**src/verilog/gdm_regs.svh**
```systemverilog
// constants of the gyro diagnostic status monitor: bit positions, codes, timing
// assumes a 40 MHz internal clock; included by the monitor's design files
`ifndef GDM_REGS_SVH
`define GDM_REGS_SVH

// status byte layout
`define GDM_BIT_ADC         7
`define GDM_BIT_DSP         6
`define GDM_BIT_OTP         5
`define GDM_BIT_ATEST       4
`define GDM_BIT_SUPPLY      3
`define GDM_BIT_DETECT      2
`define GDM_BIT_EXC         1
`define GDM_BIT_SPARE       0
`define GDM_STATUS_RESET    8'hff

// flags that may start error signalling (analog test bit excluded)
`define GDM_ERR_MASK        8'hee
// flags whose error may be ended by the recovery sequence
`define GDM_RECOV_MASK      8'h82

// error code returned on rate reads
`define GDM_ERR_CODE_HIGH   8'h80
`define GDM_ERR_CODE_LOW    8'h00

// timing
`define GDM_CLK_MHZ         40
`define GDM_STRETCH_US      1500
`define GDM_STRETCH_MAX_US  2000
`define GDM_STARTUP_MS      90
`define GDM_SETTLE_MS       500
`define GDM_STRETCH_CYC     (`GDM_STRETCH_US * `GDM_CLK_MHZ)
`define GDM_SETTLE_CYC      (`GDM_SETTLE_MS * 1000 * `GDM_CLK_MHZ)
`define GDM_STRETCH_W       16
`define GDM_SETTLE_W        25

`endif

```
**src/verilog/gdm_pkg.sv**
```systemverilog
// types shared by the gyro diagnostic status monitor
// assumes commands arrive already decoded from the serial front end
`default_nettype none

package gdm_pkg;

	typedef enum logic [3:0] {
		GDM_READ_STATUS_CMD,
		GDM_RATE_READ_HIGH_CMD,
		GDM_RATE_READ_LOW_CMD,
		GDM_GUARD_DISABLE_FIRST_CMD,
		GDM_GUARD_DISABLE_SECOND_CMD,
		GDM_GUARD_DISABLE_THIRD_CMD,
		GDM_ERROR_RECOVER_CMD,
		GDM_GUARD_ENABLE_CMD,
		GDM_OTHER_CMD
	} gdm_cmd_t;

	typedef enum logic [1:0] {
		GDM_GUARD_ON,
		GDM_GUARD_DIS1,
		GDM_GUARD_DIS2,
		GDM_GUARD_OFF
	} gdm_guard_t;

endpackage
`default_nettype wire

```
**src/verilog/gdm_stretch.sv**
```systemverilog
// low-pulse stretcher for one diagnostic flag
// assumes raw_ok_i is synchronous to clk_i
`timescale 1ns/100ps
`default_nettype none
`include "gdm_regs.svh"

module gdm_stretch #(
	parameter int unsigned STRETCH_CYC = `GDM_STRETCH_CYC
) (
	input  wire logic clk_i,
	input  wire logic srst_i,
	input  wire logic raw_ok_i,
	output logic      ok_o
);

	logic [`GDM_STRETCH_W-1:0] cnt;
	wire  [`GDM_STRETCH_W-1:0] load_val = STRETCH_CYC[`GDM_STRETCH_W-1:0];

	// reload on every low cycle, so each new pulse restarts the window
	always_ff @(posedge clk_i) begin
		if (srst_i) begin
			cnt <= '0;
		end else if (!raw_ok_i) begin
			cnt <= load_val; // [RULE20]
		end else if (cnt != '0) begin
			cnt <= cnt - 1'b1;
		end
	end

	// a one-cycle glitch ends up low for STRETCH_CYC + 1 cycles, inside the window
	assign ok_o = raw_ok_i && (cnt == '0); // [RULE3]
endmodule
`default_nettype wire

```
**src/verilog/gdm_guard.sv**
```systemverilog
// protection guard sequencer: three disable steps, recovery gate, re-enable
// assumes one decoded command per cmd_valid_i pulse
`timescale 1ns/100ps
`default_nettype none

module gdm_guard (
	input  wire logic             clk_i,
	input  wire logic             srst_i,
	input  wire logic             cmd_valid_i,
	input  wire gdm_pkg::gdm_cmd_t cmd_i,
	input  wire logic             recov_flags_ok_i,
	output logic                  guard_off_o,
	output logic                  recover_o
);

	gdm_pkg::gdm_guard_t state;
	gdm_pkg::gdm_guard_t next_state;

	// out-of-order disable steps fall back to the guarded state, except in GDM_GUARD_OFF, which holds
	always_comb begin
		next_state = state;
		if (cmd_valid_i) begin
			case (cmd_i)
				gdm_pkg::GDM_GUARD_DISABLE_FIRST_CMD:
					next_state = (state == gdm_pkg::GDM_GUARD_ON) ? gdm_pkg::GDM_GUARD_DIS1
						: (state == gdm_pkg::GDM_GUARD_OFF) ? state : gdm_pkg::GDM_GUARD_ON;
				gdm_pkg::GDM_GUARD_DISABLE_SECOND_CMD:
					next_state = (state == gdm_pkg::GDM_GUARD_DIS1) ? gdm_pkg::GDM_GUARD_DIS2
						: (state == gdm_pkg::GDM_GUARD_OFF) ? state : gdm_pkg::GDM_GUARD_ON;
				gdm_pkg::GDM_GUARD_DISABLE_THIRD_CMD:
					next_state = (state == gdm_pkg::GDM_GUARD_DIS2) ? gdm_pkg::GDM_GUARD_OFF
						: (state == gdm_pkg::GDM_GUARD_OFF) ? state : gdm_pkg::GDM_GUARD_ON;
				gdm_pkg::GDM_GUARD_ENABLE_CMD:
					next_state = gdm_pkg::GDM_GUARD_ON; // [RULE16]
				default:
					next_state = state;
			endcase
		end
	end

	always_ff @(posedge clk_i) begin
		if (srst_i) begin
			state <= gdm_pkg::GDM_GUARD_ON;
		end else begin
			state <= next_state;
		end
	end

	assign guard_off_o = (state == gdm_pkg::GDM_GUARD_OFF);
	// recovery only after all three disables and with recoverable flags clean
	assign recover_o = cmd_valid_i && (cmd_i == gdm_pkg::GDM_ERROR_RECOVER_CMD)
		&& guard_off_o && recov_flags_ok_i; // [RULE16] [RULE19]
endmodule
`default_nettype wire

```
**src/verilog/gdm_monitor.sv**
```systemverilog
// gyro diagnostic status monitor: status byte, error latch, rate substitution
// assumes decoded serial commands and monitor inputs synchronous to clk_i;
// srst_i models the internal power-on reset
//
// Overview of operation
// [RULE1] seven monitors drive active-high ok flags; bit 0 always reads one
// [RULE2] the read-status command returns the current status byte
// [RULE3] every low flag pulse is stretched to between 1.5 and 2.0 ms
// [RULE4] bit 7 goes low on converter overflow; recoverable
// [RULE5] bit 6 low on dsp overflow or underflow, not output scaling; permanent
// [RULE6] bit 5 low on otp parity failure; permanent
// [RULE7] bit 4 low in analog test mode; never substitutes the error code
// [RULE8] bit 3 high only while analog supply is in window; permanent
// [RULE9] bit 2 low on open or leaky detection electrode; permanent
// [RULE10] bit 1 low when excitation unlocked and amplitude too low; recoverable
// [RULE11] start-up ends at first excitation lock; rate reads give error code
// [RULE12] until start-up completes, both rate reads return the error code
// [RULE13] after start-up any error flag substitutes error code and holds dsp
// [RULE14] error signalling persists until power-down or recovery of recoverable errors
// [RULE15] host polls, waits 30 ms, sends three disables, recovery, enable
// [RULE16] recovery acts only after all three disables; enable restores guard
// [RULE17] no error is latched while the guard is disabled
// [RULE18] rate data readable right after start-up; full accuracy within 500 ms
// [RULE19] recovery with recoverable flags low or guard enabled changes nothing
// [RULE20] stretch timed by a counter restarted on each new low pulse
`timescale 1ns/100ps
`default_nettype none
`include "gdm_regs.svh"

module gdm_monitor #(
	parameter int unsigned STRETCH_CYC = `GDM_STRETCH_CYC,
	parameter int unsigned SETTLE_CYC  = `GDM_SETTLE_CYC
) (
	input  wire logic              clk_i,
	input  wire logic              srst_i,
	// decoded serial commands
	input  wire logic              cmd_valid_i,
	input  wire gdm_pkg::gdm_cmd_t cmd_i,
	// rate word from the signal path
	input  wire logic [7:0]        rate_high_i,
	input  wire logic [7:0]        rate_low_i,
	// monitor inputs
	input  wire logic              adc_overflow_i,
	input  wire logic              dsp_overflow_i,
	input  wire logic              otp_parity_fail_i,
	input  wire logic              analog_test_i,
	input  wire logic              supply_in_window_i,
	input  wire logic              detect_open_i,
	input  wire logic              detect_leak_i,
	input  wire logic              excitation_locked_i,
	input  wire logic              excitation_amp_low_i,
	// results
	output logic                   resp_valid_o,
	output logic [7:0]             resp_data_o,
	output logic [7:0]             diagnostic_status_o,
	output logic                   startup_done_o,
	output logic                   settled_o,
	output logic                   dsp_hold_o,
	output logic                   guard_off_o
);

	function automatic logic is_rate_cmd(input gdm_pkg::gdm_cmd_t c);
		return (c == gdm_pkg::GDM_RATE_READ_HIGH_CMD) || (c == gdm_pkg::GDM_RATE_READ_LOW_CMD);
	endfunction

	// raw flags, active high
	wire [7:0] raw_ok;
	assign raw_ok[`GDM_BIT_ADC]    = !adc_overflow_i;                // [RULE4]
	// final output saturation is not wired in, so it cannot clear this flag
	assign raw_ok[`GDM_BIT_DSP]    = !dsp_overflow_i;                // [RULE5]
	assign raw_ok[`GDM_BIT_OTP]    = !otp_parity_fail_i;             // [RULE6]
	assign raw_ok[`GDM_BIT_ATEST]  = !analog_test_i;                 // [RULE7]
	assign raw_ok[`GDM_BIT_SUPPLY] = supply_in_window_i;             // [RULE8]
	assign raw_ok[`GDM_BIT_DETECT] = !(detect_open_i || detect_leak_i); // [RULE9]
	assign raw_ok[`GDM_BIT_EXC]    = !(!excitation_locked_i && excitation_amp_low_i); // [RULE10]
	assign raw_ok[`GDM_BIT_SPARE]  = 1'b1;

	wire [7:0] status;
	assign status[`GDM_BIT_SPARE] = raw_ok[`GDM_BIT_SPARE]; // [RULE1]

	genvar gi;
	generate
		for (gi = 1; gi < 8; gi++) begin : g_flag
			gdm_stretch #(
				.STRETCH_CYC (STRETCH_CYC)
			) u_stretch (
				.clk_i    (clk_i),
				.srst_i   (srst_i),
				.raw_ok_i (raw_ok[gi]),
				.ok_o     (status[gi])
			); // [RULE1] [RULE3]
		end
	endgenerate

	assign diagnostic_status_o = status;

	wire [7:0] err_flags    = ~status & `GDM_ERR_MASK;
	wire [7:0] recov_flags  = ~status & `GDM_RECOV_MASK;
	wire       any_err      = |err_flags;                 // [RULE7] [RULE13]
	wire       nonrecov_err = |(err_flags & ~`GDM_RECOV_MASK);
	wire       recov_ok     = ~|recov_flags;

	wire recover_fire;
	gdm_guard u_guard (
		.clk_i            (clk_i),
		.srst_i           (srst_i),
		.cmd_valid_i      (cmd_valid_i),
		.cmd_i            (cmd_i),
		.recov_flags_ok_i (recov_ok),
		.guard_off_o      (guard_off_o),
		.recover_o        (recover_fire)
	);

	// start-up ends the first time the excitation flag reads one
	logic startup_done;
	always_ff @(posedge clk_i) begin
		if (srst_i) begin
			startup_done <= 1'b0;
		end else if (status[`GDM_BIT_EXC]) begin
			startup_done <= 1'b1; // [RULE11]
		end
	end
	assign startup_done_o = startup_done;

	// error latch; the guard being off blocks any new set
	logic err_latched;
	logic nonrecov_latched;
	wire  latch_set   = startup_done && any_err && !guard_off_o;   // [RULE13] [RULE17]
	wire  latch_clear = recover_fire && !nonrecov_latched;         // [RULE14] [RULE19]
	wire  next_err_latched = latch_set || (err_latched && !latch_clear);
	wire  next_nonrecov    = nonrecov_latched || (latch_set && nonrecov_err);

	always_ff @(posedge clk_i) begin
		if (srst_i) begin
			err_latched      <= 1'b0;
			nonrecov_latched <= 1'b0;
		end else begin
			err_latched      <= next_err_latched; // [RULE14]
			nonrecov_latched <= next_nonrecov;
		end
	end
	assign dsp_hold_o = err_latched; // [RULE13]

	// accuracy settling; informational only, no substitution meanwhile
	logic [`GDM_SETTLE_W-1:0] settle_cnt;
	wire  [`GDM_SETTLE_W-1:0] settle_end = SETTLE_CYC[`GDM_SETTLE_W-1:0];
	always_ff @(posedge clk_i) begin
		if (srst_i) begin
			settle_cnt <= '0;
		end else if (startup_done && settle_cnt != settle_end) begin
			settle_cnt <= settle_cnt + 1'b1; // [RULE18]
		end
	end
	assign settled_o = (settle_cnt == settle_end);

	// response selection
	wire       subst     = !startup_done || err_latched; // [RULE12] [RULE13]
	wire       is_read   = (cmd_i == gdm_pkg::GDM_READ_STATUS_CMD) || is_rate_cmd(cmd_i);
	wire [7:0] rate_high = subst ? `GDM_ERR_CODE_HIGH : rate_high_i;
	wire [7:0] rate_low  = subst ? `GDM_ERR_CODE_LOW  : rate_low_i;
	wire [7:0] next_resp =
		(cmd_i == gdm_pkg::GDM_READ_STATUS_CMD)    ? status :    // [RULE2]
		(cmd_i == gdm_pkg::GDM_RATE_READ_HIGH_CMD) ? rate_high : // [RULE11] [RULE18]
		rate_low;

	always_ff @(posedge clk_i) begin
		if (srst_i) begin
			resp_valid_o <= 1'b0;
			resp_data_o  <= 8'h00;
		end else begin
			resp_valid_o <= cmd_valid_i && is_read;
			if (cmd_valid_i && is_read) begin
				resp_data_o <= next_resp;
			end
		end
	end
endmodule
`default_nettype wire

```
**config.mk**
```make
export PLATFORM = sky130hd
export DESIGN_NAME = gdm_monitor
export DESIGN_NICKNAME = d
export VERILOG_FILES = /design/src/verilog/gdm_pkg.sv /design/src/verilog/gdm_stretch.sv /design/src/verilog/gdm_guard.sv /design/src/verilog/gdm_monitor.sv
export VERILOG_INCLUDE_DIRS = /design/src /design/src/verilog
export SDC_FILE = /design/constraint.sdc
export NUM_CORES = 1
export LEC_CHECK = 0
export BUFFER_PORTS_ARGS = -buffer_cell sky130_fd_sc_hd__buf_2
export CAP_MARGIN = 30
export CORE_ASPECT_RATIO = 1.4
export CORE_MARGIN = 3
export CORE_UTILIZATION = 55
export CTS_CLUSTER_DIAMETER = 100
export CTS_CLUSTER_SIZE = 28
export DETAILED_ROUTE_END_ITERATION = 8
export PLACE_DENSITY = 0.73
export SLEW_MARGIN = 40
export SYNTH_ARGS = -nofsm -noshare
export SYNTH_HDL_FRONTEND = slang
export SYNTH_SLANG_ARGS = --single-unit
```
**constraint.sdc**
```tcl
create_clock -name clk_i -period 2.7 [get_ports clk_i]
set_clock_uncertainty 0.2 [all_clocks]
set_input_delay 0.135 -clock clk_i [delete_from_list [all_inputs] [get_ports clk_i]]
set_output_delay 0.135 -clock clk_i [all_outputs]
set_load 0.05 [all_outputs]
```
==> Word level (Yosys, flattened, before mapping) <==
Index checks and enable logic that the tools add are counted.
{ "word_totals": {"regBits": 151, "latch_bits": 0, "ramBits": 0, "romBits": 0, "in_bits": 32, "out_inout_bits": 21, "memories": 0} }
{ "classes": {"add_sub_neg": 8, "multipliers": 0, "div_mod_pow": 0, "magnitude_cmp": 0, "eq_ne": 13, "shifts": 0, "mux": 23, "bitwise": 2, "reduce_logical": 70} }
{ "op_table": {"columns": ["op", "n"], "rows": [
  ["16-bit 2-to-1 mux", 14],
  ["16-bit logical NOT", 7],
  ["16-bit nonzero test", 7],
  ["16-bit by 1-bit subtractor with 16-bit output (second input constant)", 7],
  ["8-bit 2-to-1 mux", 4],
  ["25-bit by 1-bit adder with 25-bit output (second input constant)", 1],
  ["25-bit equality test (second input constant)", 1],
  ["25-bit != test (second input constant)", 1],
  ["1-bit logical AND", 18],
  ["4-bit by 3-bit equality test with 1-bit output (second input constant)", 4],
  ["2-bit OR reduction", 8],
  ["1-bit logical NOT", 12],
  ["2-bit nonzero test", 6],
  ["4-bit by 2-bit equality test with 1-bit output (second input constant)", 2],
  ["2-bit 2-to-1 mux", 4],
  ["8-bit inverter", 1],
  ["2-bit one-hot mux with 4 select lines", 1],
  ["1-bit logical OR", 6],
  ["6-bit OR reduction", 1],
  ["2-bit equality test (second input constant)", 2],
  ["4-bit by 1-bit equality test with 1-bit output (second input constant)", 1],
  ["4-bit logical NOT", 1],
  ["4-bit nonzero test", 1],
  ["4-bit OR reduction", 1],
  ["5 further kinds", 5]
]} }

==> Logic depth before layout (Yosys ltp) <==
Gate-level depths: netlist of run 1.
{ "logic_depth": {"depth_word": 12, "mapped_depth": 8, "mapped_depth_nobuf": 7} }

==> Hierarchy <==
A second synthesis of run 1 with hierarchy kept.
{ "hier_totals": {"cells_unflattened": 1007, "area_unflattened_um2": 8458.1} }
{ "by_module_without_submodules": {"columns": ["module", "instances", "cells_per_inst", "area_each_um2", "seq_area_each_um2"], "rows": [
  ["gdm_stretch", 7, 106, 890.9, 320.3],
  ["gdm_monitor", 1, 238, 1963.1, 740.7],
  ["gdm_guard", 1, 27, 259.0, 40.0]
]} }

==> Worst setup path before layout of run 1 <==
No wires, ideal clock.
{ "synth_path": {"kind": "register to register", "start": "reg g_flag[2].u_stretch.cnt[5]", "end": "reg err_latched (netlist: dsp_hold_o)", "setup_time_ns": 0.131, "arrival_time_ns": 2.073, "t_required_ns": 2.369, "setup_slack_ns": 0.296, "path_stages_with_launch": 6, "period_less_slack_ns": 2.404, "path_cell_list": "dfxtp_1 -> or4_1 -> or4_4 -> or4_1 -> o21ai_1 -> o31ai_1"} }
{ "synth_between": {"elab_chain_cells": 7} }
{ "synth_rtl": {"columns": ["element", "line", "rtl"], "rows": [
  ["start, declared", "gdm_stretch.sv:16", "logic [`GDM_STRETCH_W-1:0] cnt;"],
  ["start signal, assigned", "gdm_stretch.sv:24", "cnt <= load_val;"],
  ["start signal, assigned", "gdm_stretch.sv:26", "cnt <= cnt - 1'b1;"],
  ["16-bit logical NOT", "gdm_stretch.sv:31", "assign ok_o = raw_ok_i && (cnt == '0);"],
  ["1-bit logical AND", "gdm_stretch.sv:31", null],
  ["8-bit inverter", "gdm_monitor.sv:97", "wire [7:0] err_flags = ~status & `GDM_ERR_MASK;"],
  ["6-bit OR reduction", "gdm_monitor.sv:99", "wire any_err = |err_flags;"],
  ["1-bit logical AND (2 in series)", "gdm_monitor.sv:128", "wire latch_set = startup_done && any_err && !guard_off_o;"],
  ["1-bit logical OR", "gdm_monitor.sv:130", "wire next_err_latched = latch_set || (err_latched && !latch_clear);"],
  ["end signal, assigned", "gdm_monitor.sv:138", "err_latched <= next_err_latched;"],
  ["end, declared", "gdm_monitor.sv:126", "logic err_latched;"]
]} }
No other way between the ends.
A chain may end at the register's enable or synchronous reset.

==> Worst setup path in the final report of run 1 <==
{ "layout_path": {"start": "reg g_flag[2].u_stretch.cnt[5]", "end": "out diagnostic_status_o[2]"} }
{ "layout_between": {"elab_chain_cells": 2} }
{ "layout_rtl": {"columns": ["element", "line", "rtl"], "rows": [
  ["16-bit logical NOT", "gdm_stretch.sv:31", null],
  ["1-bit logical AND", "gdm_stretch.sv:31", null],
  ["end, declared", "gdm_monitor.sv:55", "output logic [7:0] diagnostic_status_o,"]
]} }
No other way between the ends.

==> results.md, run 1 <==
- For the worst flop-to-flop path, the logic depth is 5.
- The data required time of the critical path is 2.37 ns.
- The number of nets in the synthesized netlist is 947.
- In the final layout, the share of cells above drive strength 1 is 13.4%.
- The number of clock buffers inserted by TritonCTS is 17.
- The first global-routing pass estimated 28,400 µm of wire.
- The worst-case IR drop observed on VDD is 0.396 mV.
- The core region is 13,100 µm².
- The Yosys warning count is 0.
- During placement, the flow inserted port buffers numbering 51.
- The clock edge transition at the registers on the reported setup and hold paths is 0.06 ns.
- The die height is 144 µm.
- The number of levels the H-tree was split into is 4.
- The detailed router placed 6,639 vias in this run.
- The floorplan row count is 49.
- For this design, the sink count on the clock tree is 151.
- In this run the horizontal extent of the chip is 105 µm.
- The number of pins exceeding their max-slew limit in the final report came to 0.
- In this run the tightest slew margin relative to its limit is 56.7%.
- Counting flops with a built-in enable in the synthesized netlist gives 0.
- The number of buffers and inverters on the critical path is 1.
- For this design, the slowest cell found on the critical path is or4_1.
- The start-to-end type of the worst setup path is reg2out.
- The worst path in the final design needs a cycle of 2.61 ns, including I/O delays and setup.
- The synthesized design spends more area on one cell type than any other, namely dfxtp_1.
- The arrival time reported for the critical path endpoint is 2.27 ns.
- TritonCTS built the clock tree.
- The final setup TNS is 0 ns.
- Global routing used 22.9% of the available tracks across all layers.
- On the final layout, the worst hold slack is -0.000110 ns.
- The proportion of register bits with asynchronous set or reset after synthesis is 0%.
- The largest delay contributor family on the critical path is simple AND/OR/NAND/NOR gates.
- The number of global-route vias before repair is 6,288.
- The worst hold path passes through 3 cells.
- The cell area that synthesis handed to floorplanning was 7510 µm².
- The top cell type by area accounts for 40.3% of the synthesized area.
- For this run, the slowest stage of the critical path takes 0.57 ns.
- The average via count per standard cell is 5.72.
- Dividing the detail-routed wire length by the instance count gives 14.5 µm.
- The number of nets with antenna violations after routing is 0.
- Relative to the synthesized area, the layout overhead comes to 17.3%.
- The number of DRC violations after detailed routing is 0.
- The wire length reported by the detailed router is 16,900 µm.
- The total power divided by cell area is 730 nW/µm².
- The number of endpoints failing setup at the final stage is 0.
- Derived from the worst setup path, the maximum achievable clock frequency is 383 MHz.
- The net count of the finished layout is 1,018.
- The most used flip-flop cell after synthesis is dfxtp_1.
- The total power after layout is 6.43 mW.
- The critical path goes through or4_1 -> or4_4 -> nor2_2 -> buf_6.
- The post-synthesis area per instance is 8.33 µm².
- The analysis attributes to cell leakage a power of 3.39 nW.
- The actual slew at the worst max-slew pin is 0.641 ns.
- The run finished, with violations left.
- In this run the cell area measured after placement is 8000 µm².
- The final clock period utilization by the worst path is 96.6%.
- The count of routing violations after the opening detailed-route iteration is 278.
- The number of antenna violations at the first check in global routing is 1.
- The buffer type at the clock tree root is clkbuf_16.
- Entering global routing, the biggest net connects 55 pins.
- The number of storage elements in the synthesis netlist is 151.
- Measured on the finished design, the core utilization comes to 67.1%.
- In this run the number of cells on the critical path is 4.
- The number of top-level pins is 53.
- Once placement completed, the tool counted placed cells totaling 1,112.
- The routability congestion estimate from global placement is 0.846.
- The final reports fail on hold timing.
- The synthesized netlist contains 54 unique library cells.
- At the later pin of the worst-skew pair, clock insertion delay measures 0.42 ns.
- The gate count after technology mapping is 902.
- The final standard cell area without fillers is 8810 µm².
- The HPWL after detailed placement is 11,700 µm.
- The number of buffers on the longest clock path is 2.
- The number of hold violations in the final report is 1.
- The number of antenna diodes in the final layout is 0.
- The count of TritonRoute iterations in the first routing pass is 4.
- The category of the worst setup path capture point is an output pin.
- The maximum net fanout on the critical path is 5.
- The worst hold path belongs to the class in2reg.
- The startpoint kind of the worst setup timing path is a register.
- The initial cell density of the core is 57.2%.
- Ranked by total cell area, the synthesized netlist is headed by dfxtp_1 (40%), xor2_1 (7.3%), nor2_1 (6.8%), a21oi_1 (4.3%), xnor2_1 (4.2%).
- The final standard cell count with taps included and fillers excluded is 1,161.
- Across the run, the number of max-cap violations was 0.
- The share of the yosys chip area belonging to registers is 40.3%.
- The residual overflow from global routing is 0.
- The floorplan step defined a die boundary enclosing 15,100 µm².
-- where the power goes --
part           internal [mW]  switching [mW]  leakage, nW
clock network           1.34           0.865        0.269
registers               2.46           0.249         1.24
logic                  0.676           0.836         1.88
-- final cells by class --
class,count,area [µm²]
fillers,1171,4310
multi-input cells,680,4250
flip-flops and latches,151,3030
repair buffers,95,661
clock buffers,25,495
well taps,178,223
inverters,28,105
clock inverters,4,45.0
-- worst register-to-register path: cells and delay by family (launching register included) --
family	cells	cell delay, ns
and+or+nand+nor	3	1.60
DFF	1	0.34
AOI/OAI and AO/OA	2	0.26
-- timing repair --
| action | 4_1_cts | 5_1_grt |
|---|---|---|
| hold buffers | 17 | 0 |
| gates resized for setup | 4 | 17 |
| endpoints found under the setup margin | 3 | 11 |
| hold endpoints to repair | 98 | 0 |
| pin swaps | 0 | 3 |
| buffers inserted | 1 | 3 |
-- layer usage --
| metal | up-vias | global-route usage, % | wire [µm] |
|---|---|---|---|
| met5 | - | 0 | 13 |
| met4 | 2 | 7.88 | 319 |
| met3 | 31 | 5.76 | 822 |
| met2 | 136 | 40.5 | 8440 |
| met1 | 3127 | 27.0 | 7280 |
| li1 | 3343 | - | - |
-- flip-flops by register name, indices dropped and copies added, names as in the netlist --
signal / count
settle_cnt: 25
nonrecov_latched: 1
resp_valid_o: 1
u_guard.state: 2
dsp_hold_o: 1
startup_done_o: 1
resp_data_o: 8
g_flag.u_stretch.cnt: 112
-- metrics by stage --
stage                     hold slack [ns]  setup slack [ns]
final                           -0.000110            0.0923
after global routing               0.0394         -0.000679
after CTS                        0.000276          0.000889
after detailed placement            0.210             0.131
after global placement              0.210             0.196
after floorplan                    0.0550             0.296
-- synth_stat cells, types with 2 or more instances --
| cell type | n |
|---|---|
| o2111ai_1 | 7 |
| ha_1 | 13 |
| and2_1 | 2 |
| or2_2 | 6 |
| buf_4 | 8 |
| nand3b_1 | 6 |
| nand2b_1 | 12 |
| or3_1 | 17 |
| xor2_1 | 63 |
| clkbuf_1 | 28 |
| o31ai_1 | 4 |
| xnor2_1 | 36 |
| nor4bb_1 | 3 |
| mux2_2 | 3 |
| mux2i_1 | 11 |
| nor4_2 | 2 |
| or4b_2 | 2 |
| nor2b_1 | 11 |
| o21ai_1 | 3 |
| o211ai_1 | 12 |
| and4_1 | 2 |
| or4_1 | 17 |
| or4_4 | 2 |
| nor2_1 | 137 |
| o21ai_0 | 24 |
| or4b_1 | 2 |
| nand3_1 | 31 |
| nor4b_1 | 9 |
| nand4_1 | 18 |
| buf_1 | 7 |
| a31oi_1 | 7 |
| a21oi_1 | 65 |
| nor4_1 | 29 |
| inv_1 | 28 |
| and3_1 | 8 |
| nor3_1 | 45 |
| a211oi_1 | 12 |
| dfxtp_1 | 151 |
| nor3b_1 | 4 |
| o311ai_0 | 2 |
| nand2_1 | 38 |
| nand4b_1 | 3 |
-- cells in the final DEF (no fill, tap or decap), types with 17 or more instances in the layout --
cell type	synthesis	layout
buf_2	0	45
inv_1	28	28
a21oi_1	65	65
nor4_1	29	28
nand3_1	31	31
nor3_1	45	43
xor2_1	63	63
clkbuf_16	0	17
nor2_1	137	135
o21ai_0	24	24
nand2_1	38	38
buf_4	8	29
dfxtp_1	151	149
or3_1	17	17
nand4_1	18	18
xnor2_1	36	36
-- kinds of logic after synthesis --
logic type / after synthesis / share of synthesized area, %
AOI/OAI and AO/OA: 145 / 11.6
DFF: 151 / 40.3
and+or+nand+nor: 408 / 28.5
other: 1 / 0.0499
muxes: 14 / 1.92
buffers and inverters: 71 / 3.95
xor gates and xnor gates: 99 / 11.5
adders and majority gates: 13 / 2.17
-- final timing paths --
kind / from / to / slack (ns)
worst min-delay path: detect_leak_i / g_flag[2].u_stretch.cnt[3] / -0.0001
worst min register to register: u_guard.state[1] / u_guard.state[1] / 0.29
worst max-delay path: g_flag[2].u_stretch.cnt[5] / diagnostic_status_o[2] / 0.09
worst max register to register: g_flag[2].u_stretch.cnt[5] / dsp_hold_o / 0.15
No activity file was read; power rests on OpenSTA's default activity.
==> run 2: changes to the inputs <==
--- a/config.mk
+++ b/config.mk
@@ -6,6 +6,7 @@
 export SDC_FILE = /design/constraint.sdc
 export NUM_CORES = 1
 export LEC_CHECK = 0
+export ABC_AREA = 1
 export BUFFER_PORTS_ARGS = -buffer_cell sky130_fd_sc_hd__buf_2
 export CAP_MARGIN = 30
 export CORE_ASPECT_RATIO = 1.4
@@ -14,7 +15,7 @@
 export CTS_CLUSTER_DIAMETER = 100
 export CTS_CLUSTER_SIZE = 28
 export DETAILED_ROUTE_END_ITERATION = 8
-export PLACE_DENSITY = 0.73
+export PLACE_DENSITY = 0.72
 export SLEW_MARGIN = 40
 export SYNTH_ARGS = -nofsm -noshare
 export SYNTH_HDL_FRONTEND = slang
==> results.md, run 2 <==
- By area, the combinational part of the netlist is dominated by simple AND/OR/NAND/NOR gates.
- Setup repair after global routing left no endpoint under its margin.
- In the layout the commonest cells are nand2_1 (289), nor2_1 (234), dfxtp_1 (151).
- The total leakage power is 4.33 nW (+28%).
- The number of top-level pins is 53 (unchanged).
- In the final layout, the registers with the most flip-flops are g_flag.u_stretch.cnt (112), settle_cnt (25), resp_data_o (8).
- The routed length per placed instance came to 13.5 µm (-7.0%).
- The routed via count came to 8,381 (+26%).
- The clock insertion delay at the later pin of the skew report is 0.42 ns (about the same).
- In the post-synthesis netlist, the cell with the most instances is nand2_1.
- The overall die area is 17,000 µm² (+13%).
- The number of clock buffers inserted by TritonCTS came to 17 (unchanged).
- The clock edge transition at the registers on the reported setup and hold paths is 0.06 ns (about the same).
- The register with the highest flop count is g_flag.u_stretch.cnt.
- The number of max-cap violations came to 0 (unchanged).
- The share of the yosys chip area belonging to registers came to 35.6% (-4.7 points).
- The Yosys warning count was 0 (unchanged).
- The number of diodes is 0 (unchanged).
- The synthesized-area fraction occupied by ao, oa, aoi and oai cells came to 12.6% (+0.99 points).
- The most common cell after layout, fill and taps aside is nand2_1.
- The final setup TNS is 0 ns (unchanged).
- Yosys attributes the largest share of cell area to dfxtp_1 (36%), nand2_1 (13%), nor2_1 (10%), nand3_1 (6.7%), a21oi_1 (6.3%).
- The flip-flop count of the largest register after layout is 112 (unchanged).
- The total power after layout is 6.61 mW (+2.8%).
- The net total in the final layout is 1,418 (+39%).
- The relative max-transition margin is 56.6% (-0.066 points).
- The number of flops mapped to enable cells by yosys is 0 (unchanged).
- The number of nets in the synthesized netlist is 1,340 (+41%).
- The critical path goes through inv_1 -> ha_1 -> nand2_1 -> nor2_4 -> nand3_1 -> nor2_2 -> nand2_1 -> inv_1 -> clkbuf_4.
- The fraction of layout cells with a size suffix above 1 is 9.02% (-4.4 points).
- Compared with the post-synthesis result, the final layout area differs by 15.4%.
- The largest total area in the synthesized netlist belongs to dfxtp_1.
- The largest stage delay on the critical path is 0.32 ns (-0.25 ns).
- The area of the multi-input gates came to 4730 µm² (+11%).
- The pin count of the biggest net entering global routing is 33 (-40%).
- The post-synthesis area per instance came to 6.56 µm² (-21%).
- The initial cell density of the core came to 56.5% (-0.77 points).
- The core outline area is 15,100 µm² (+15%).
- The wire length reported by the detailed router was 21,300 µm (+26%).
- The actual slew at the worst max-slew pin came to 0.648 ns (+0.00733 ns).
- The first-pass GRT wire length is 36,200 µm (+28%).
- The number of endpoints failing setup at the final stage was 0 (unchanged).
- The gate count after technology mapping came to 1,295 (+44%).
- The slowest stage of the critical path is the dfxtp_1 cell.
- The count of TritonRoute iterations in the first routing pass came to 6 (+2).
- The average via count per standard cell is 5.31 (-7.1%).
- The number of nets with antenna violations after routing is 0 (unchanged).
- The number of hold violations in the final report came to 0 (-1).
- The clock tree from TritonCTS is yes.
- By startpoint and endpoint, the worst setup path is classified as reg2out.
- The number of buffers on the longest clock path is 2 (unchanged).
- The proportion of register bits with asynchronous set or reset after synthesis is 0% (unchanged).
- The arrival time reported for the critical path endpoint is 2.23 ns (-0.04 ns).
- The category of the worst setup path capture point is an output pin.
- The parity-gate share of the synthesized area counting xor and xnor cells is 4.84% (-6.7 points).
- The final clock period utilization by the worst path was 95.0% (-1.6 points).
- The buffer and inverter count on the worst path was 3 (+2).
- The total clock sinks is 151 (unchanged).
- The simple-gate portion of the synthesized area came to 36.3% (+7.8 points).
- The number of pins exceeding their max-slew limit in the final report came to 0 (unchanged).
- The number of antenna violations at the first check in global routing came to 1 (unchanged).
- The flow ran to the end, and the final reports show no timing, DRC or antenna violations.
- The distinct cell type count of the synthesized netlist is 40 (-26%).
- The cell area reported after detailed placement was 8840 µm² (+11%).
- The worst min-delay path class is in2reg.
- The startpoint kind of the worst setup timing path is a register.
- The share of the synthesized area in the top cell type is 35.6% (-4.7 points).
- The maximum frequency from static timing analysis was 390 MHz (+1.7%).
- The overall fraction of global-route tracks in use is 25.3% (+2.5 points).
- The overall die width is 111 µm (+6.0%).
- The die height was 153 µm (+6.1%).
- The residual overflow from global routing is 0 (unchanged).
- The total power divided by cell area is 674 nW/µm² (-7.7%).
- The data required time of the critical path came to 2.37 ns (about the same).
- The most used flip-flop cell after synthesis is dfxtp_1.
- The synthesized cell area was 8500 µm² (+13%).
- The share of synthesized cell area in full adder, half adder and majority cells is 1.91% (-0.25 points).
- The sequential cell area is 3020 µm² (about the same).
- The number of cells after detailed placement is 1,514 (+36%).
- The number of DRC violations after detailed routing is 0 (unchanged).
- The HPWL reported at the end of detailed placement is 15,300 µm (+31%).
- The routability congestion estimate from global placement is 0.939 (+11%).
- By count the netlist is led by nand2_1 (289), nor2_1 (234), dfxtp_1 (151), inv_1 (137), nand3_1 (113).
- The fill cell instance count of the final layout is 1,397 (+19%).
- The root buffer cell chosen for the clock tree is clkbuf_16.
- Among cell families on the critical path, the largest total delay comes from simple AND/OR/NAND/NOR gates.
- The count of routing violations after the opening detailed-route iteration came to 629 (+130%).
- The maximum vdd ir drop is 0.409 mV (+3.1%).
- The number of global-route vias before repair is 8,060 (+28%).
- The final standard cell count with taps included and fillers excluded is 1,578 (+36%).
- The maximum net fanout on the critical path is 6 (+1).
- The proportion of synthesized area in mux cells was 0% (-1.9 points).
- The final standard cell area without fillers is 9810 µm² (+11%).
- The number of levels the H-tree was split into is 4 (unchanged).
- The port buffer count came to 51 (unchanged).
- The minimum clock period is 2.56 ns (-0.0432 ns).
- The number of buffers inserted by post-CTS setup repair is 0 (-1).
- The floorplan row count was 53 (+8.2%).
- The setup slack of the most critical reg-to-reg path was 0.30 ns (+0.15 ns).
- The number of storage elements in the synthesis netlist is 151 (unchanged).
-- run 2: cell count changes after synthesis, sizes merged, moves of 37 or more --
cell / previous run / this run
nand2: 38 / 291
inv: 28 / 139
nor2: 137 / 241
nand3: 31 / 114
a21oi: 65 / 120
xor2: 63 / 26
-- run 2: where the power goes --
group,switching (mW),internal (mW),total (mW)
Clock,0.964,1.62,2.58
Sequential,0.170,2.41,2.58
Combinational,0.921,0.524,1.44
Total,2.06,4.56,6.61
-- run 2: cell families after synthesis --
| logic type | count (synthesis) |
|---|---|
| other | 1 |
| AO/OA/AOI/OAI | 190 |
| XOR/XNOR | 47 |
| flip-flops | 151 |
| adder cells (fa/ha/maj) | 13 |
| AND/OR/NAND/NOR | 719 |
| buffers and inverters | 174 |
-- run 2: timing repair --
| item | in CTS | in global routing |
|---|---|---|
| setup endpoints to repair | 0 | 1 |
| resized for setup | 0 | 1 |
| hold endpoints to repair | 87 | 0 |
| hold buffers | 32 | 0 |
-- run 2: path summary, 6_finish.rpt --
check / startpoint / endpoint / depth (start not counted)
worst max register to register: dsp_hold_o / resp_data_o[0] / 7
worst min register to register: g_flag[2].u_stretch.cnt[0] / g_flag[2].u_stretch.cnt[0] / 2
worst max-delay path: g_flag[7].u_stretch.cnt[0] / diagnostic_status_o[7] / 9
worst min-delay path: cmd_i[0] / u_guard.state[1] / 6
-- run 2: cell type report --
type / count / area share [%]
Multi-Input combinational cell: 970 / 48.3
Sequential cell: 151 / 30.8
Timing Repair Buffer: 90 / 6.43
Inverter: 143 / 5.50
Clock buffer: 21 / 4.80
Tap cell: 192 / 2.45
Clock inverter: 11 / 1.75
-- run 2: layer usage --
metal | share of wire, % | track usage, %
met5 | 0.061 | 0
met4 | 2.8 | 9.57
met1 | 43 | 29.7
met3 | 4.9 | 5.39
met2 | 49 | 45.3
-- run 2: through the flow --
step / utilization [%] / worst slack, ns / hold slack [ns]
detailed placement: 58.8 / 0.570 / 0.247
global placement: 58.8 / 0.670 / 0.250
floorplan: - / 0.828 / 0.112
finish: 65.2 / 0.135 / 0.0168
CTS: 65.1 / 0.109 / 0.00173
global route: 65.2 / 0.00619 / 0.0562
-- run 2: worst reg2reg max path, stage by stage (launching register included) --
cell           delay, ns
dfxtp_1             0.35
nor2_1              0.17
inv_1               0.10
a21oi_1             0.11
o21ai_0             0.11
dlygate4sd3_1       0.59
a31oi_1             0.15
dlygate4sd3_1       0.57
==> run 3: changes to the inputs <==
--- a/config.mk
+++ b/config.mk
@@ -12,9 +12,11 @@
 export CORE_ASPECT_RATIO = 1.4
 export CORE_MARGIN = 3
 export CORE_UTILIZATION = 55
+export CTS_BUF_LIST = sky130_fd_sc_hd__clkbuf_4
 export CTS_CLUSTER_DIAMETER = 100
 export CTS_CLUSTER_SIZE = 28
 export DETAILED_ROUTE_END_ITERATION = 8
+export GPL_TIMING_DRIVEN = 1
 export PLACE_DENSITY = 0.72
 export SLEW_MARGIN = 40
 export SYNTH_ARGS = -nofsm -noshare
==> results.md, run 3 (same netlist as run 2, synthesis figures left out) <==
- In the final layout, the registers with the most flip-flops are g_flag.u_stretch.cnt (112), settle_cnt (25), resp_data_o (8).
- The number of endpoints failing setup at the final stage came to 0 (unchanged).
- The startpoint kind of the worst setup timing path is a primary input.
- The number of max-cap violations is 0 (unchanged).
- The relative max-transition margin was 58.2% (+1.5 points).
- The overall die area is 17,000 µm² (unchanged).
- Setup repair after global routing left no endpoint under its margin.
- The maximum net fanout on the critical path was 16 (+10).
- The floorplan row count is 53 (unchanged).
- The number of nets with antenna violations after routing is 0 (unchanged).
- The worst setup path is of the in2reg kind.
- STA classifies the critical path endpoint as a register.
- The maximum frequency from static timing analysis was 384 MHz (-1.6%).
- The average via count per standard cell is 5.30 (-0.12%).
- The data required time of the critical path was 3.00 ns (+0.63 ns).
- The register with the highest flop count is g_flag.u_stretch.cnt.
- The total power after layout came to 5.62 mW (-15%).
- The number of DRC violations after detailed routing is 0 (unchanged).
- The total clock sinks is 151 (unchanged).
- The overall die width is 111 µm (unchanged).
- The number of pins exceeding their max-slew limit in the final report is 0 (unchanged).
- The port buffer count is 51 (unchanged).
- The count of routing violations after the opening detailed-route iteration came to 581 (-7.6%).
- The net total in the final layout is 1,424 (+0.42%).
- The number of buffers inserted by post-CTS setup repair was 0 (unchanged).
- The most numerous cell type found on the critical path is dlygate4sd3_1.
- The routed via count is 8,408 (+0.32%).
- The fraction of layout cells with a size suffix above 1 is 9.48% (+0.46 points).
- The number of global-route vias before repair was 7,982 (-0.97%).
- The routed length per placed instance was 13.3 µm (-1.3%).
- The actual slew at the worst max-slew pin is 0.625 ns (-0.0231 ns).
- The root buffer cell chosen for the clock tree is clkbuf_4.
- The area added between synthesis and finish is 12.7%.
- The number of hold violations in the final report was 0 (unchanged).
- The total power divided by cell area came to 586 nW/µm² (-13%).
- The routability congestion estimate from global placement is 0.939 (unchanged).
- The total leakage power is 4.22 nW (-2.6%).
- The number of levels the H-tree was split into is 4 (unchanged).
- The initial cell density of the core was 56.5% (unchanged).
- The clock edge transition at the registers on the reported setup and hold paths is 0.13 ns (+0.07 ns).
- The first-pass GRT wire length is 35,900 µm (-0.99%).
- The number of clock buffers inserted by TritonCTS is 17 (unchanged).
- The flip-flop count of the largest register after layout was 112 (unchanged).
- The slowest stage of the critical path belongs to the cell dlygate4sd3_1.
- Walking the worst path, the cells encountered are dlygate4sd3_1 -> buf_2 -> inv_1 -> nor2_1 -> nand2_4 -> o21ai_0 -> dlygate4sd3_1 -> nand2_1 -> dlygate4sd3_1 -> nand2_1 -> inv_1 -> a21oi_1.
- The largest stage delay on the critical path is 0.57 ns (+0.25 ns).
- The residual overflow from global routing came to 0 (unchanged).
- The most common cell after layout, fill and taps aside is nand2_1.
- The top cell types in the final layout, fill and taps aside, are nand2_1 (288), nor2_1 (232), dfxtp_1 (149).
- The maximum vdd ir drop is 0.327 mV (-20%).
- The number of buffers on the longest clock path is 2 (unchanged).
- The min-delay analysis places its worst path in the category in2reg.
- The number of antenna violations at the first check in global routing came to 1 (unchanged).
- The overall fraction of global-route tracks in use came to 25.1% (-0.24 points).
- The count of TritonRoute iterations in the first routing pass is 5 (-1).
- The die height came to 153 µm (unchanged).
- The wire length reported by the detailed router is 21,100 µm (-0.84%).
- The pin count of the biggest net entering global routing is 33 (unchanged).
- The core outline area is 15,100 µm² (unchanged).
- The HPWL reported at the end of detailed placement is 15,300 µm (unchanged).
- The minimum clock period is 2.61 ns (+0.0430 ns).
- The number of top-level pins is 53 (unchanged).
- The arrival time reported for the critical path endpoint came to 2.91 ns (+0.68 ns).
- The clock insertion delay at the later pin of the skew report is 0.56 ns (+0.14 ns).
- The clock tree from TritonCTS is yes.
- The final setup TNS came to 0 ns (unchanged).
- The run finished with clean final reports.
- The final clock period utilization by the worst path is 96.6% (+1.6 points).
[run 3: layer usage]
layer | share of wire, % | GRT usage, % | vias up
met5 | 0 | 0 | -
met3 | 5.0 | 4.87 | 45
met4 | 2.1 | 9.45 | 0
met1 | 44 | 29.9 | 3772
li1 | - | - | 4366
met2 | 49 | 44.6 | 225
[run 3: layout make-up]
cell class	count	area, µm²
diodes	1	2.50
clock buffers	18	135
inverters	143	539
repair buffers	96	693
fillers	1429	5470
multi-input cells	970	4760
flip-flops and latches	151	3030
clock inverters	14	183
well taps	192	240
[run 3: path summary, 6_finish.rpt]
path,start,slack (ns),cells past startpoint,to
max reg2reg,dsp_hold_o,0.24,7,resp_data_o[0]
min reg2reg,g_flag[2].u_stretch.cnt[0],0.27,2,g_flag[2].u_stretch.cnt[0]
min,supply_in_window_i,0.21,3,g_flag[3].u_stretch.cnt[13]
max,cmd_i[0],0.09,12,resp_data_o[7]
[run 3: worst max-delay path: cells and delay by family]
kind,cells,cell delay [ns]
AND/OR/NAND/NOR,4,0.52
AO/OA/AOI/OAI,2,0.31
buffers and inverters,6,1.93
[run 3: power breakdown]
part | switching, mW | leakage [nW] | internal, mW
clock network | 0.851 | 0.153 | 0.733
registers | 0.168 | 1.24 | 2.41
logic | 0.926 | 2.82 | 0.534
[run 3: metrics by stage]
step	setup slack [ns]	std cells	util [%]	hold slack [ns]	area [µm²]
3_3_place_gp	0.670	1514	58.8	0.250	8840
5_1_grt	0.0103	1585	63.7	0.182	9580
6_report	0.0925	1585	63.7	0.210	9580
2_1_floorplan	0.828	1295	-	0.112	8500
4_1_cts	0.00733	1585	63.5	0.149	9560
3_5_place_dp	0.570	1514	58.8	0.247	8840
[run 3: what timing repair did]
action	CTS	global route
gates resized for setup	3	12
endpoints found under the hold margin	119	0
setup endpoints to repair	1	5
hold buffers	39	0
